===== src/include/pnp_consts.vh =====
`ifndef PNP_CONSTS_VH
`define PNP_CONSTS_VH
// register word indices and byte addresses
`define PNP_IDX_PARTNER_PAGE   8'h05
`define PNP_ADDR_PARTNER_PAGE  8'h14
`define PNP_ADDR_PAGE_STATUS   8'h18
// field positions of the partner page word
`define PNP_BIT_MORE_PAGES     15
`define PNP_BIT_ACK            14
`define PNP_BIT_FORMATTED      13
`define PNP_BIT_CAN_COMPLY     12
`define PNP_BIT_TOGGLE         11
`define PNP_CODE_MSB           10
// status register bit
`define PNP_BIT_PAGE_RX        1
// reset values
`define PNP_RST_PAGE           16'h0000
`define PNP_UNMAPPED_DATA      32'h00000000
`endif


===== src/verilog/pnp_capture.v =====
`include "pnp_consts.vh"
`default_nettype none
module pnp_capture (
  input  wire        clk_sys,
  input  wire        rst,
  input  wire        page_valid,
  input  wire [15:0] page_word,
  input  wire        status_read,
  output reg  [15:0] page_q,
  output reg         page_rx_q
);
  always @(posedge clk_sys)
  begin
    if (rst)
    begin
      page_q    <= `PNP_RST_PAGE;
      page_rx_q <= 1'b0;
    end
    else
    begin
      if (page_valid)
      begin
        page_q <= page_word;
      end
      if (page_valid)
      begin
        page_rx_q <= 1'b1;
      end
      else if (status_read)
      begin
        page_rx_q <= 1'b0;
      end
    end
  end
endmodule
`default_nettype wire


===== src/verilog/pnp_partner_page.v =====
// Chosen here: the Avalon-MM slave port.
`include "pnp_consts.vh"
// Function
// - bit 15 shows whether the partner asks for a further next page.
// - bit 14 shows whether the partner acknowledged our ability word.
// - the negotiation logic alone updates the acknowledge bit from received bursts.
// - bits 10:0 hold the partner code, formatted when bit 13 is set, unformatted otherwise.
// - bit 12 shows whether the partner can comply with the message.
// - bit 11 shows the inverse of the toggle of the previously sent code word.
// - a received page sets a latched page-received bit that a status read returning it set clears; a page in the same cycle wins.
`default_nettype none
module pnp_partner_page (
  input  wire        clk_sys,
  input  wire        rst,
  input  wire [7:0]  avs_address,
  input  wire        avs_read,
  input  wire        avs_write,
  input  wire [31:0] avs_writedata,
  input  wire [3:0]  avs_byteenable,
  output reg  [31:0] avs_readdata,
  output wire        avs_waitrequest,
  input  wire        rx_page_valid,
  input  wire        rx_more_pages_wanted,
  input  wire        rx_ack,
  input  wire        rx_formatted_message_flag,
  input  wire        rx_partner_can_comply,
  input  wire        prev_tx_toggle,
  input  wire [10:0] rx_code
);
  // access sequencer states
  localparam [0:0] ST_IDLE   = 1'h0;
  localparam [0:0] ST_ANSWER = 1'h1;

  // read source select codes
  localparam [1:0] SEL_NONE   = 2'h0;
  localparam [1:0] SEL_PAGE   = 2'h1;
  localparam [1:0] SEL_STATUS = 2'h2;

  wire [15:0] page_q;
  wire        page_rx_q;
  reg  [15:0] page_word;
  reg  [0:0]  state_q;
  reg  [0:0]  state_d;
  reg  [31:0] readdata_d;
  reg  [1:0]  read_sel;
  reg         wait_cycle;
  reg         answer_cycle;
  wire        request;
  wire        hit_page;
  wire        hit_status;
  wire        read_done;
  wire        page_seen;
  wire        status_read;

  // byte address decode, shared by the read mux and the clear strobe
  function is_page_addr;
    input [7:0] addr;
    begin
      is_page_addr = (addr == `PNP_ADDR_PARTNER_PAGE);
    end
  endfunction

  function is_status_addr;
    input [7:0] addr;
    begin
      is_status_addr = (addr == `PNP_ADDR_PAGE_STATUS);
    end
  endfunction

  // page register as seen on the 32-bit bus, upper half zero
  function [31:0] page_bus_word;
    input [15:0] page;
    begin
      page_bus_word = {16'h0000, page};
    end
  endfunction

  // status register with only the page-received flag populated
  function [31:0] status_bus_word;
    input flag;
    begin
      status_bus_word                   = `PNP_UNMAPPED_DATA;
      status_bus_word[`PNP_BIT_PAGE_RX] = flag;
    end
  endfunction

  // received page laid out by field; toggle is stored inverted
  always @*
  begin
    page_word                      = `PNP_RST_PAGE;
    page_word[`PNP_BIT_MORE_PAGES] = rx_more_pages_wanted;
    page_word[`PNP_BIT_ACK]        = rx_ack;
    page_word[`PNP_BIT_FORMATTED]  = rx_formatted_message_flag;
    page_word[`PNP_BIT_CAN_COMPLY] = rx_partner_can_comply;
    page_word[`PNP_BIT_TOGGLE]     = ~prev_tx_toggle;
    page_word[`PNP_CODE_MSB:0]     = rx_code;
  end

  assign request    = avs_read | avs_write;
  assign hit_page   = is_page_addr(avs_address);
  assign hit_status = is_status_addr(avs_address);

  // next state: every request gets exactly one wait cycle
  always @*
  begin
    state_d = state_q;
    case (state_q)
      ST_IDLE:
      begin
        if (request)
        begin
          state_d = ST_ANSWER;
        end
      end
      ST_ANSWER:
      begin
        state_d = ST_IDLE;
      end
      default:
      begin
        state_d = ST_IDLE;
      end
    endcase
  end

  // handshake decode per state
  always @*
  begin
    wait_cycle   = 1'h0;
    answer_cycle = 1'h0;
    case (state_q)
      ST_IDLE:
      begin
        wait_cycle = request;
      end
      ST_ANSWER:
      begin
        answer_cycle = request;
      end
      default:
      begin
        wait_cycle = 1'h0;
      end
    endcase
  end

  assign avs_waitrequest = wait_cycle;
  assign read_done       = avs_read & answer_cycle;

  // clear only a flag that the completing read really returned, so a page
  // landing between capture and completion is not lost
  assign page_seen   = avs_readdata[`PNP_BIT_PAGE_RX];
  assign status_read = read_done & hit_status & page_seen;

  // source of the read word
  always @*
  begin
    read_sel = SEL_NONE;
    if (hit_page)
    begin
      read_sel = SEL_PAGE;
    end
    else if (hit_status)
    begin
      read_sel = SEL_STATUS;
    end
  end

  // read word captured in the wait cycle, held until the next read
  always @*
  begin
    readdata_d = avs_readdata;
    if (avs_read & wait_cycle)
    begin
      case (read_sel)
        SEL_PAGE:
        begin
          readdata_d = page_bus_word(page_q);
        end
        SEL_STATUS:
        begin
          readdata_d = status_bus_word(page_rx_q);
        end
        default:
        begin
          readdata_d = `PNP_UNMAPPED_DATA;
        end
      endcase
    end
  end

  always @(posedge clk_sys)
  begin
    if (rst)
    begin
      state_q      <= ST_IDLE;
      avs_readdata <= `PNP_UNMAPPED_DATA;
    end
    else
    begin
      state_q      <= state_d;
      avs_readdata <= readdata_d;
    end
  end

  // writes complete after one wait cycle and change no field; the acknowledge
  // bit is only ever loaded from received pages

  pnp_capture u_cap (
    .clk_sys     (clk_sys),
    .rst         (rst),
    .page_valid  (rx_page_valid),
    .page_word   (page_word),
    .status_read (status_read),
    .page_q      (page_q),
    .page_rx_q   (page_rx_q)
  );
endmodule
`default_nettype wire


===== config.mk =====
export PLATFORM = sky130hd
export DESIGN_NAME = pnp_partner_page
export DESIGN_NICKNAME = d
export VERILOG_FILES = /design/src/verilog/pnp_capture.v /design/src/verilog/pnp_partner_page.v
export VERILOG_INCLUDE_DIRS = /design/src /design/src/include
export SDC_FILE = /design/constraint.sdc
export NUM_CORES = 1
export LEC_CHECK = 0
export BUFFER_PORTS_ARGS = -buffer_cell sky130_fd_sc_hd__buf_2
export CORE_MARGIN = 2
export CORE_UTILIZATION = 44
export CTS_BUF_LIST = sky130_fd_sc_hd__clkbuf_4
export DETAILED_ROUTE_END_ITERATION = 6
export PLACE_DENSITY = 0.88
export SYNTH_ARGS = -nofsm -noshare
export SYNTH_HDL_FRONTEND = slang
export SYNTH_SLANG_ARGS = --single-unit

===== constraint.sdc =====
create_clock -name clk_sys -period 3.4 [get_ports clk_sys]
set_input_delay 0.51 -clock clk_sys [delete_from_list [all_inputs] [get_ports clk_sys]]
set_output_delay 0.51 -clock clk_sys [all_outputs]
set_load 0.1 [all_outputs]

==> results of run 1 <==
-- metal layers --
metal | vias up | GRT usage
li1 | 491 | -
met4 | 0 | 0.04870
met1 | 439 | 0.1910
met2 | 40 | 0.2476
met5 | - | 0
met3 | 4 | 0.06550
-- cell families (layout without fill, tap and decap cells) --
logic type	after synthesis	in the layout	share of synthesized area
DFF	34	34	0.5094
muxes	15	15	0.1124
and+or+nand+nor	27	27	0.1142
AOI/OAI and AO/OA	21	21	0.1395
other	1	16	0.002806
buffers and inverters	25	57	0.1217
-- final cells by class --
cell class	instances	share of cell area
flip-flops and latches	34	0.4345
multi-input cells	79	0.3506
repair buffers	46	0.1486
clock buffers	6	0.02875
well taps	31	0.02476
inverters	3	0.007189
clock inverters	2	0.005591
-- registers in the layout, summed over array words and instances, names as in the netlist --
register and count:
u_cap.page_q 16, avs_readdata 16, u_cap.page_rx_q 1, state_q 1
-- final timing paths --
path	from	endpoint	slack [ns]	depth (start not counted)
worst min-delay path	prev_tx_toggle	u_cap.page_q[11]	0.37	2
worst max-delay path	rst	avs_readdata[12]	1.40	4
worst min register to register	u_cap.page_q[0]	avs_readdata[0]	0.48	1
worst max register to register	state_q	avs_readdata[12]	1.48	3
-- critical path, cell delays in order --
cell and delay (ns):
buf_2 0.22, or3b_2 0.53, nor4_4 0.74, a22o_2 0.26
-- metrics by stage --
| step | worst slack [ns] | hold slack (ns) | util | area, sq um |
|---|---|---|---|---|
| 2_1_floorplan | 1.084 | 0.4417 | - | 1393 |
| 3_3_place_gp | 1.039 | 0.4460 | 0.5347 | 1513 |
| 3_5_place_dp | 1.034 | 0.4577 | 0.5347 | 1513 |
| 4_1_cts | 1.398 | 0.3534 | 0.5537 | 1567 |
| 5_1_grt | 1.337 | 0.3664 | 0.5537 | 1567 |
| 6_report | 1.404 | 0.3684 | 0.5537 | 1567 |
-- power by group through the flow --
| stage | Clock [mW] | Combinational, mW | Sequential (mW) |
|---|---|---|---|
| 2_1_floorplan | 0 | 0.133 | 0.426 |
| 3_3_place_gp | 0 | 0.141 | 0.427 |
| 3_5_place_dp | 0 | 0.143 | 0.428 |
| 4_1_cts | 0.218 | 0.143 | 0.418 |
| 5_1_grt | 0.238 | 0.151 | 0.420 |
| 6_report | 0.210 | 0.142 | 0.418 |
-- placed cells by master, fill, tap and decap left out --
| master | instances |
|---|---|
| clkinv_2 | 1 |
| nor4_4 | 1 |
| a21o_1 | 1 |
| a211oi_1 | 1 |
| nand2b_1 | 1 |
| clkinv_1 | 1 |
| a22o_1 | 5 |
| mux2i_1 | 15 |
| nand4b_1 | 1 |
| a22o_2 | 10 |
| or4_4 | 1 |
| nor2_1 | 18 |
| o41ai_1 | 1 |
| or3b_2 | 1 |
| buf_4 | 1 |
| dfxtp_1 | 34 |
| buf_2 | 45 |
| nand3b_1 | 2 |
| or2b_2 | 1 |
| a2111oi_0 | 1 |
| nor3_1 | 1 |
| inv_1 | 3 |
| conb_1 | 16 |
| clkbuf_4 | 6 |
| a21oi_1 | 2 |
==> metrics.txt, run 1 <==
outcome=finished, final reports clean; post-CTS sizing=0; Clk Latency, worst-skew pair=between 0.3 and 0.4 ns; Final Power=0.7709 mW; Post-synth EDFFs=0; Residual DRC=0; DRT Wirelength=around 2500 microns; share of Yosys cell area claimed by the top area cell type=0.5094; Vias=around 1000; clock sinks=34; first-pass GRT wire length=between 4000 and 5000 microns; Distinct cells, synth=25; number of synthesized register bits=34; Internal=approximately 0.53 mW; Initial Utilization=0.4724; Max-Cap Viols=0; post-synthesis cell count=approximately 120; Net Sw Frac=0.3187; WS Path Type=input port to flop; synthesized area=1336 sq um; initial antenna violation count=0; met3 routed WL=~170 microns; detailed placement HPWL=around 1700 microns; critical path arrival=2.26 ns; H-tree Lvls=2; Die Span Y=roughly 59 microns; Rel. slew slack=0.4216; die footprint=approximately 3500 sq um; drt first pass iters=6; core area=roughly 2800 sq um; Critical Path Fanout Max=20; RSZ-0062 raised after global routing=false; n_diodes=0; Syn Area/Cell=about 11 sq um; Reg clk slew, reported paths=about 0.09 ns; setup violators final=0; Finished Layout Cells=201; Cell Rows=19; Tmin final=between 1.5 and 2 ns; Worst-Margin Slew=0.8611 ns; Crit path required time=3.67 ns; register area=slightly below 700 sq um; Pwr Density=between 400 and 500 nW/um^2; WL met1=around 1200 microns; Top Layer Used=met4; largest net degree at the start of global routing=21; CTS tree=built; Synth area leader=dfxtp_1; switching pwr=0.2457 mW; most numerous cell in the Yosys netlist=dfxtp_1; vias in the first global route=924; Total GRT Usage=0.1556; clk buf depth=2; RePlAce Congestion=between 0.8 and 0.9; commonest cells in the netlist=dfxtp_1 (34), nor2_1 (18), buf_4 (16); Max Fclk=between 500 and 600 MHz; Clk pwr share=0.273; gr ovfl total=0; die width=59.11 microns; ys async rst share=0; # fillers=~270; Final Cycle Share=0.5871; root buf cell=clkbuf_4; CP endpoint kind=flop; Iter 0 DRT Violations=22; share of cells above drive strength 1=0.3941; Hold WC Path Type=input port to flop; area grow syn2layout=17.23%; Post-CTS Setup Bufs=0; Clock Skew=0.01053 ns; Setup Total Neg Slack=0 ns; wire per inst=about 12 microns; Synth Warn #=0; area of the multi-input gates=549.3 sq um; Inserted Clock Buffers=5; Combinational Power Share=0.185; Hold Fails Final Rpt=0; post-synthesis sequential area ratio=0.5094; Main synth FF type=dfxtp_1; Post-CTS Hold Fix Bufs=0; CP Launch Type=input port; Post-DRT Antenna Nets=0; Ports=just under 100; fin. max-slew vios=0; Port Buffers=45; layout net count=234; metal2 WL=~1100 microns; standby leakage power=0.7967 nW; Seq pwr share=0.543; Vias/cell=a little under 5; highest ir drop seen on vdd=roughly 350 uV; synth top area cells=dfxtp_1 (51%), mux2i_1 (11%), buf_4 (9.0%); DP Cell Count=between 150 and 200
Note: power is estimated with default switching activity, not from simulation.
==> inputs of run 2 (changes only) <==
--- a/config.mk
+++ b/config.mk
@@ -8,10 +8,10 @@
 export LEC_CHECK = 0
 export BUFFER_PORTS_ARGS = -buffer_cell sky130_fd_sc_hd__buf_2
 export CORE_MARGIN = 2
-export CORE_UTILIZATION = 44
+export CORE_UTILIZATION = 37
 export CTS_BUF_LIST = sky130_fd_sc_hd__clkbuf_4
 export DETAILED_ROUTE_END_ITERATION = 6
-export PLACE_DENSITY = 0.88
+export PLACE_DENSITY = 0.79
 export SYNTH_ARGS = -nofsm -noshare
 export SYNTH_HDL_FRONTEND = slang
 export SYNTH_SLANG_ARGS = --single-unit
==> constraint.sdc (replaced) <==
create_clock -name clk_sys -period 1.66 [get_ports clk_sys]
set_input_delay 0.249 -clock clk_sys [delete_from_list [all_inputs] [get_ports clk_sys]]
set_output_delay 0.249 -clock clk_sys [all_outputs]
set_load 0.1 [all_outputs]
==> run 2 against run 1 <==
  * Total power rose by 110%
  * Die area grew 18%
  * Clock-buffer cell count increased by 1
  * Via count decreased by 0.41%
  * Combinational power rose by 110%
  * Setup slack got worse by 1.3 ns
  * Sequential cell count stayed put
  * First-iteration DRC count increased by 36%
  * Final area increased by 3.4%
  * Routed wire length grew 7.0%
==> metrics.txt, run 2 (synthesized netlist as in run 1, its figures left out) <==
Iter 0 DRT Violations=30 (+36%); die footprint=4108 sq um (+18%); detailed placement HPWL=1849 microns (+6.3%); hold endpoint=u_cap.page_q[11]; Internal=1.098 mW (+110%); gr ovfl total=0 (unchanged); area grow syn2layout=21.25%; Post-CTS Hold Fix Bufs=0 (unchanged); Clk pwr share=0.284 (+0.011); r2r startpoint=state_q; critical path arrival=1.81 ns (-0.45 ns); Max Fclk=roughly 650 MHz; Post-DRT Antenna Nets=0 (unchanged); Top Registers=avs_readdata (16), u_cap.page_q (16); most frequent cells in the layout=buf_2 (45), dfxtp_1 (34), nor2_1 (17), conb_1 (16), mux2i_1 (15); switching pwr=0.5179 mW (+110%); CP Launch Type=flop; RSZ-0062 raised after global routing=false; layout net count=238 (+1.7%); Port Buffers=45 (unchanged); n_diodes=0 (unchanged); Total GRT Usage=0.1311 (-0.02444); Setup Total Neg Slack=0 ns (unchanged); setup violators final=0 (unchanged); drt first pass iters=4 (-2); Hold WC Path Type=input port to flop; die width=64.10 microns (+8.4%); DRT Wirelength=2623 microns (+7.0%); Initial Utilization=0.3942 (-0.07812); CP endpoint kind=flop; Tmin final=roughly 1.5 ns; DP Cell Count=212 (+9.8%); Inserted Clock Buffers=5 (unchanged); reg-to-reg slack, setup=0.12 ns (-1.36 ns); R2R Path End=avs_readdata[14]; WHS Path Cells=2 (unchanged); standby leakage power=0.8171 nW (+2.6%); Finished Layout Cells=219 (+9.0%); highest ir drop seen on vdd=498.9 uV (+44%); largest net degree at the start of global routing=19 (-9.5%); WS Path Type=flop to flop; initial antenna violation count=0 (unchanged); path depth of the worst reg2reg path=4 (+1); Pwr Density=997.0 nW/um^2 (+100%); core area=3390 sq um (+20%); Die Span Y=64.10 microns (+8.4%); Clk Latency, worst-skew pair=0.33 ns (about the same); Seq pwr share=0.530 (-0.013); Residual DRC=0 (unchanged); Vias=970 (-0.41%); share of cells above drive strength 1=0.4220 (+0.02785); Critical Path Fanout Max=9 (-55%); hold_sp=prev_tx_toggle; first-pass GRT wire length=4043 microns (+0.87%); Cell Rows=21 (+2); Vias/cell=4.429 (-8.6%); fin. max-slew vios=0 (unchanged); Post-CTS Setup Bufs=0 (unchanged); Max-Cap Viols=0 (unchanged); Fin Hold WS=0.09579 ns (-0.2726 ns); wire per inst=11.98 microns (-1.8%); Rel. slew slack=0.6593 (+0.2376); Hold Fails Final Rpt=0 (unchanged); Worst-Margin Slew=0.5111 ns (-0.3500 ns); Reg clk slew, reported paths=0.10 ns (about the same); RePlAce Congestion=0.7641 (-6.5%); most common cell after layout, fill and taps aside=buf_2; Clock Skew=0.009619 ns (-0.0009124 ns); Ports=98 (unchanged); CTS tree=built; H-tree Lvls=2 (unchanged); Placed Area=1564 sq um (+3.4%); Final Cell Area=1620 sq um (+3.4%); Final Cycle Share=0.9253; clock sinks=34 (unchanged); post-CTS sizing=0 (unchanged); clk buf depth=2 (unchanged); root buf cell=clkbuf_4; vias in the first global route=906 (-1.9%); Net Sw Frac=0.3206 (+0.001861); Final Power=1.615 mW (+110%); Combinational Power Share=0.186 (about the same); Crit path required time=1.94 ns (-1.73 ns); outcome=finished, final reports clean
-- run 2: worst max path at each step --
stage | from | end | slack, ns
floorplan | avs_readdata[1] | u_cap.page_rx_q | 0.09
finish | state_q | avs_readdata[14] | 0.12
global route | state_q | avs_readdata[14] | 0.04
global placement | avs_address[7] | avs_readdata[8] | 0.05
detailed placement | avs_address[7] | avs_readdata[14] | 0.02
CTS | state_q | avs_readdata[14] | 0.09
-- run 2: critical path, cell delays in order (launching register included) --
cell	delay [ns]
dfxtp_1	0.34
or3b_2	0.52
nor4_4	0.25
buf_4	0.21
a22o_2	0.14
-- run 2: final cells by class --
type,count,area (sq um)
Clock buffer,7,52.55
Tap cell,46,57.56
Timing Repair Buffer,50,262.8
Fill cell,332,1769
Multi-Input combinational cell,79,555.5
Inverter,3,11.26
Sequential cell,34,680.7
-- run 2: power by group through the flow --
| stage | registers [mW] | clock network [mW] | logic (mW) |
|---|---|---|---|
| floorplan | 0.873 | 0 | 0.273 |
| global placement | 0.874 | 0 | 0.296 |
| detailed placement | 0.875 | 0 | 0.299 |
| CTS | 0.856 | 0.473 | 0.300 |
| global route | 0.860 | 0.512 | 0.315 |
| finish | 0.856 | 0.460 | 0.300 |
-- run 2: layer usage --
layer  track usage  wire length (microns)  part of all wire
met1        0.1597                   1215              0.46
met2        0.2044                   1176              0.45
met3       0.04225                    183             0.070
met4       0.07181                     47             0.018
met5             0                      0                 0
-- run 2: metrics by stage --
| stage | setup slack (ns) | utilization |
|---|---|---|
| 2_1_floorplan | 0.08675 | - |
| 3_3_place_gp | 0.05070 | 0.4614 |
| 3_5_place_dp | 0.02460 | 0.4614 |
| 4_1_cts | 0.09040 | 0.4769 |
| 5_1_grt | 0.03752 | 0.4780 |
| 6_report | 0.1239 | 0.4780 |
==> inputs of run 3 (changes only) <==
--- a/config.mk
+++ b/config.mk
@@ -11,6 +11,7 @@
 export CORE_UTILIZATION = 37
 export CTS_BUF_LIST = sky130_fd_sc_hd__clkbuf_4
 export DETAILED_ROUTE_END_ITERATION = 6
+export GPL_TIMING_DRIVEN = 0
 export PLACE_DENSITY = 0.79
 export SYNTH_ARGS = -nofsm -noshare
 export SYNTH_HDL_FRONTEND = slang
==> run 3 against run 2 <==
  * Non-clock buffer count increased by 18
  * Sequential power about the same
  * Highest routed layer unchanged
  * Hold slack got worse by 0.0036 ns
  * Maximum frequency decreased by 3.1%
  * Critical path depth unchanged
  * Global-route usage increased by 0.74 points
  * Routed wire length increased by 1.6%
  * Sequential cell count unchanged
  * Critical path type unchanged
==> metrics.txt, run 3 (synthesized netlist as in run 1, its figures left out) <==
outcome=finished, final reports clean; DRT Wirelength=2664 microns (+1.6%); Top Registers=avs_readdata (16), u_cap.page_q (16); RSZ-0062 raised after global routing=false; Residual DRC=0 (unchanged); Pwr Density=927.7 nW/um^2 (-7.0%); CP Launch Type=flop; Post-DRT Antenna Nets=0 (unchanged); top cell family by delay on the critical path=simple AND/OR/NAND/NOR gates; RePlAce Congestion=0.7506 (-1.8%); Cell Rows=21 (unchanged); Tmin final=1.585 ns (+0.04924 ns); CP endpoint kind=flop; Die Span Y=64.10 microns (unchanged); Max Fclk=630.8 MHz (-3.1%); CP Buf/Inv Count=1 (unchanged); Hold WC Path Type=input port to flop; highest ir drop seen on vdd=631.6 uV (+27%); Max stage delay on crit path=0.53 ns (about the same); Total GRT Usage=0.1385 (+0.007378); most common cell after layout, fill and taps aside=buf_2; standby leakage power=0.9044 nW (+11%); area grow syn2layout=30.71%; Top Layer Used=met4; setup ws final=0.07469 ns (-0.04924 ns); first-pass GRT wire length=4367 microns (+8.0%); Initial Utilization=0.3942 (unchanged); die footprint=4108 sq um (unchanged); Critical Path Fanout Max=10 (+1); Inserted Clock Buffers=5 (unchanged); Final Power=1.620 mW (+0.30%); Clock Skew=0.001401 ns (-0.008218 ns); cells along the critical path=or3b_2 > nor4_4 > buf_6 > a22o_2; met3 routed WL=204 microns (+11%); CTS tree=built; layout net count=256 (+7.6%); Finished Layout Cells=238 (+8.7%); clk buf depth=2 (unchanged); detailed placement HPWL=1997 microns (+8.0%); clock sinks=34 (unchanged); wire per inst=11.19 microns (-6.5%); Iter 0 DRT Violations=28 (-6.7%); most frequent cells in the layout=buf_2 (45), dfxtp_1 (34), buf_4 (18), nor2_1 (17), conb_1 (16); DP Cell Count=228 (+7.5%); Hold Fails Final Rpt=0 (unchanged); Crit path required time=1.94 ns (about the same); Reg clk slew, reported paths=0.10 ns (about the same); crit path max-delay cell type=or3b_2; initial antenna violation count=0 (unchanged); pre-CTS WS=-0.2088 ns (-0.2334 ns); n_diodes=0 (unchanged); Vias/cell=4.336 (-2.1%); setup violators final=0 (unchanged); gr ovfl total=0 (unchanged); Final Cycle Share=0.9550 (+0.02966); core area=3390 sq um (unchanged); largest net degree at the start of global routing=11 (-8); Ports=98 (unchanged); WL met1=1128 microns (-7.2%); die width=64.10 microns (unchanged); Worst-Margin Slew=0.6132 ns (+0.1021 ns); vias in the first global route=990 (+9.3%); WS Path Type=flop to flop; fin. max-slew vios=0 (unchanged); Max-Cap Viols=0 (unchanged); critical path arrival=1.87 ns (+0.06 ns); Port Buffers=44 (-2.2%); H-tree Lvls=2 (unchanged); Clk Latency, worst-skew pair=0.33 ns (about the same); share of cells above drive strength 1=0.4583 (+0.03637); drt first pass iters=4 (unchanged); Vias=1032 (+6.4%); root buf cell=clkbuf_4; Rel. slew slack=0.5912 (-0.06805); metal2 WL=1282 microns (+9.0%)
run 3: changes by cell type in the layout (fill, tap and decap cells not counted), sizes merged:
cell,change
buf,+16
clkinv,+2
clkbuf,+1
run 3: worst paths after layout:
kind,from,to,slack (ns),cells past startpoint
min,prev_tx_toggle,u_cap.page_q[11],0.09,2
max reg2reg,state_q,avs_readdata[12],0.07,4
min reg2reg,u_cap.page_rx_q,u_cap.page_rx_q,0.48,2
max,state_q,avs_readdata[12],0.07,4
run 3: where the power goes:
part	total (mW)	leakage (nW)	internal [mW]	switching (mW)
sequential	0.858	0.278	0.842	0.0154
combinational	0.325	0.594	0.0853	0.240
clock	0.438	0.0331	0.175	0.263
total	1.62	0.904	1.10	0.518
run 3: metrics by stage:
step	TNS (ns)	util	hold slack, ns	cell area (sq um)
2_1_floorplan	0	-	0.3480	1395
3_3_place_gp	-2.162	0.4935	0.4447	1673
3_5_place_dp	-2.025	0.4935	0.4476	1673
4_1_cts	0	0.5142	0.07736	1743
5_1_grt	0	0.5153	0.06240	1747
6_report	0	0.5153	0.09222	1747
run 3: cell type report:
| type | count | area [sq um] |
|---|---|---|
| Fill cell | 331 | 1643 |
| Sequential cell | 34 | 680.7 |
| Multi-Input combinational cell | 79 | 555.5 |
| Timing Repair Buffer | 46 | 235.2 |
| Buffer | 22 | 152.6 |
| Tap cell | 46 | 57.56 |
| Clock buffer | 6 | 45.04 |
| Inverter | 3 | 11.26 |
| Clock inverter | 2 | 8.758 |
run 3: repair_timing:
action	4_1_cts	5_1_grt
setup endpoints to repair	10	14
buffers inserted	2	0
hold buffers	0	0
pin swaps	1	1
resized for setup	1	1
run 3: metal layers:
layer  track usage  up-vias
met5             0        -
met4       0.07181        0
met3       0.04401        6
met2        0.2305       38
met1        0.1584      456
li1              -      532
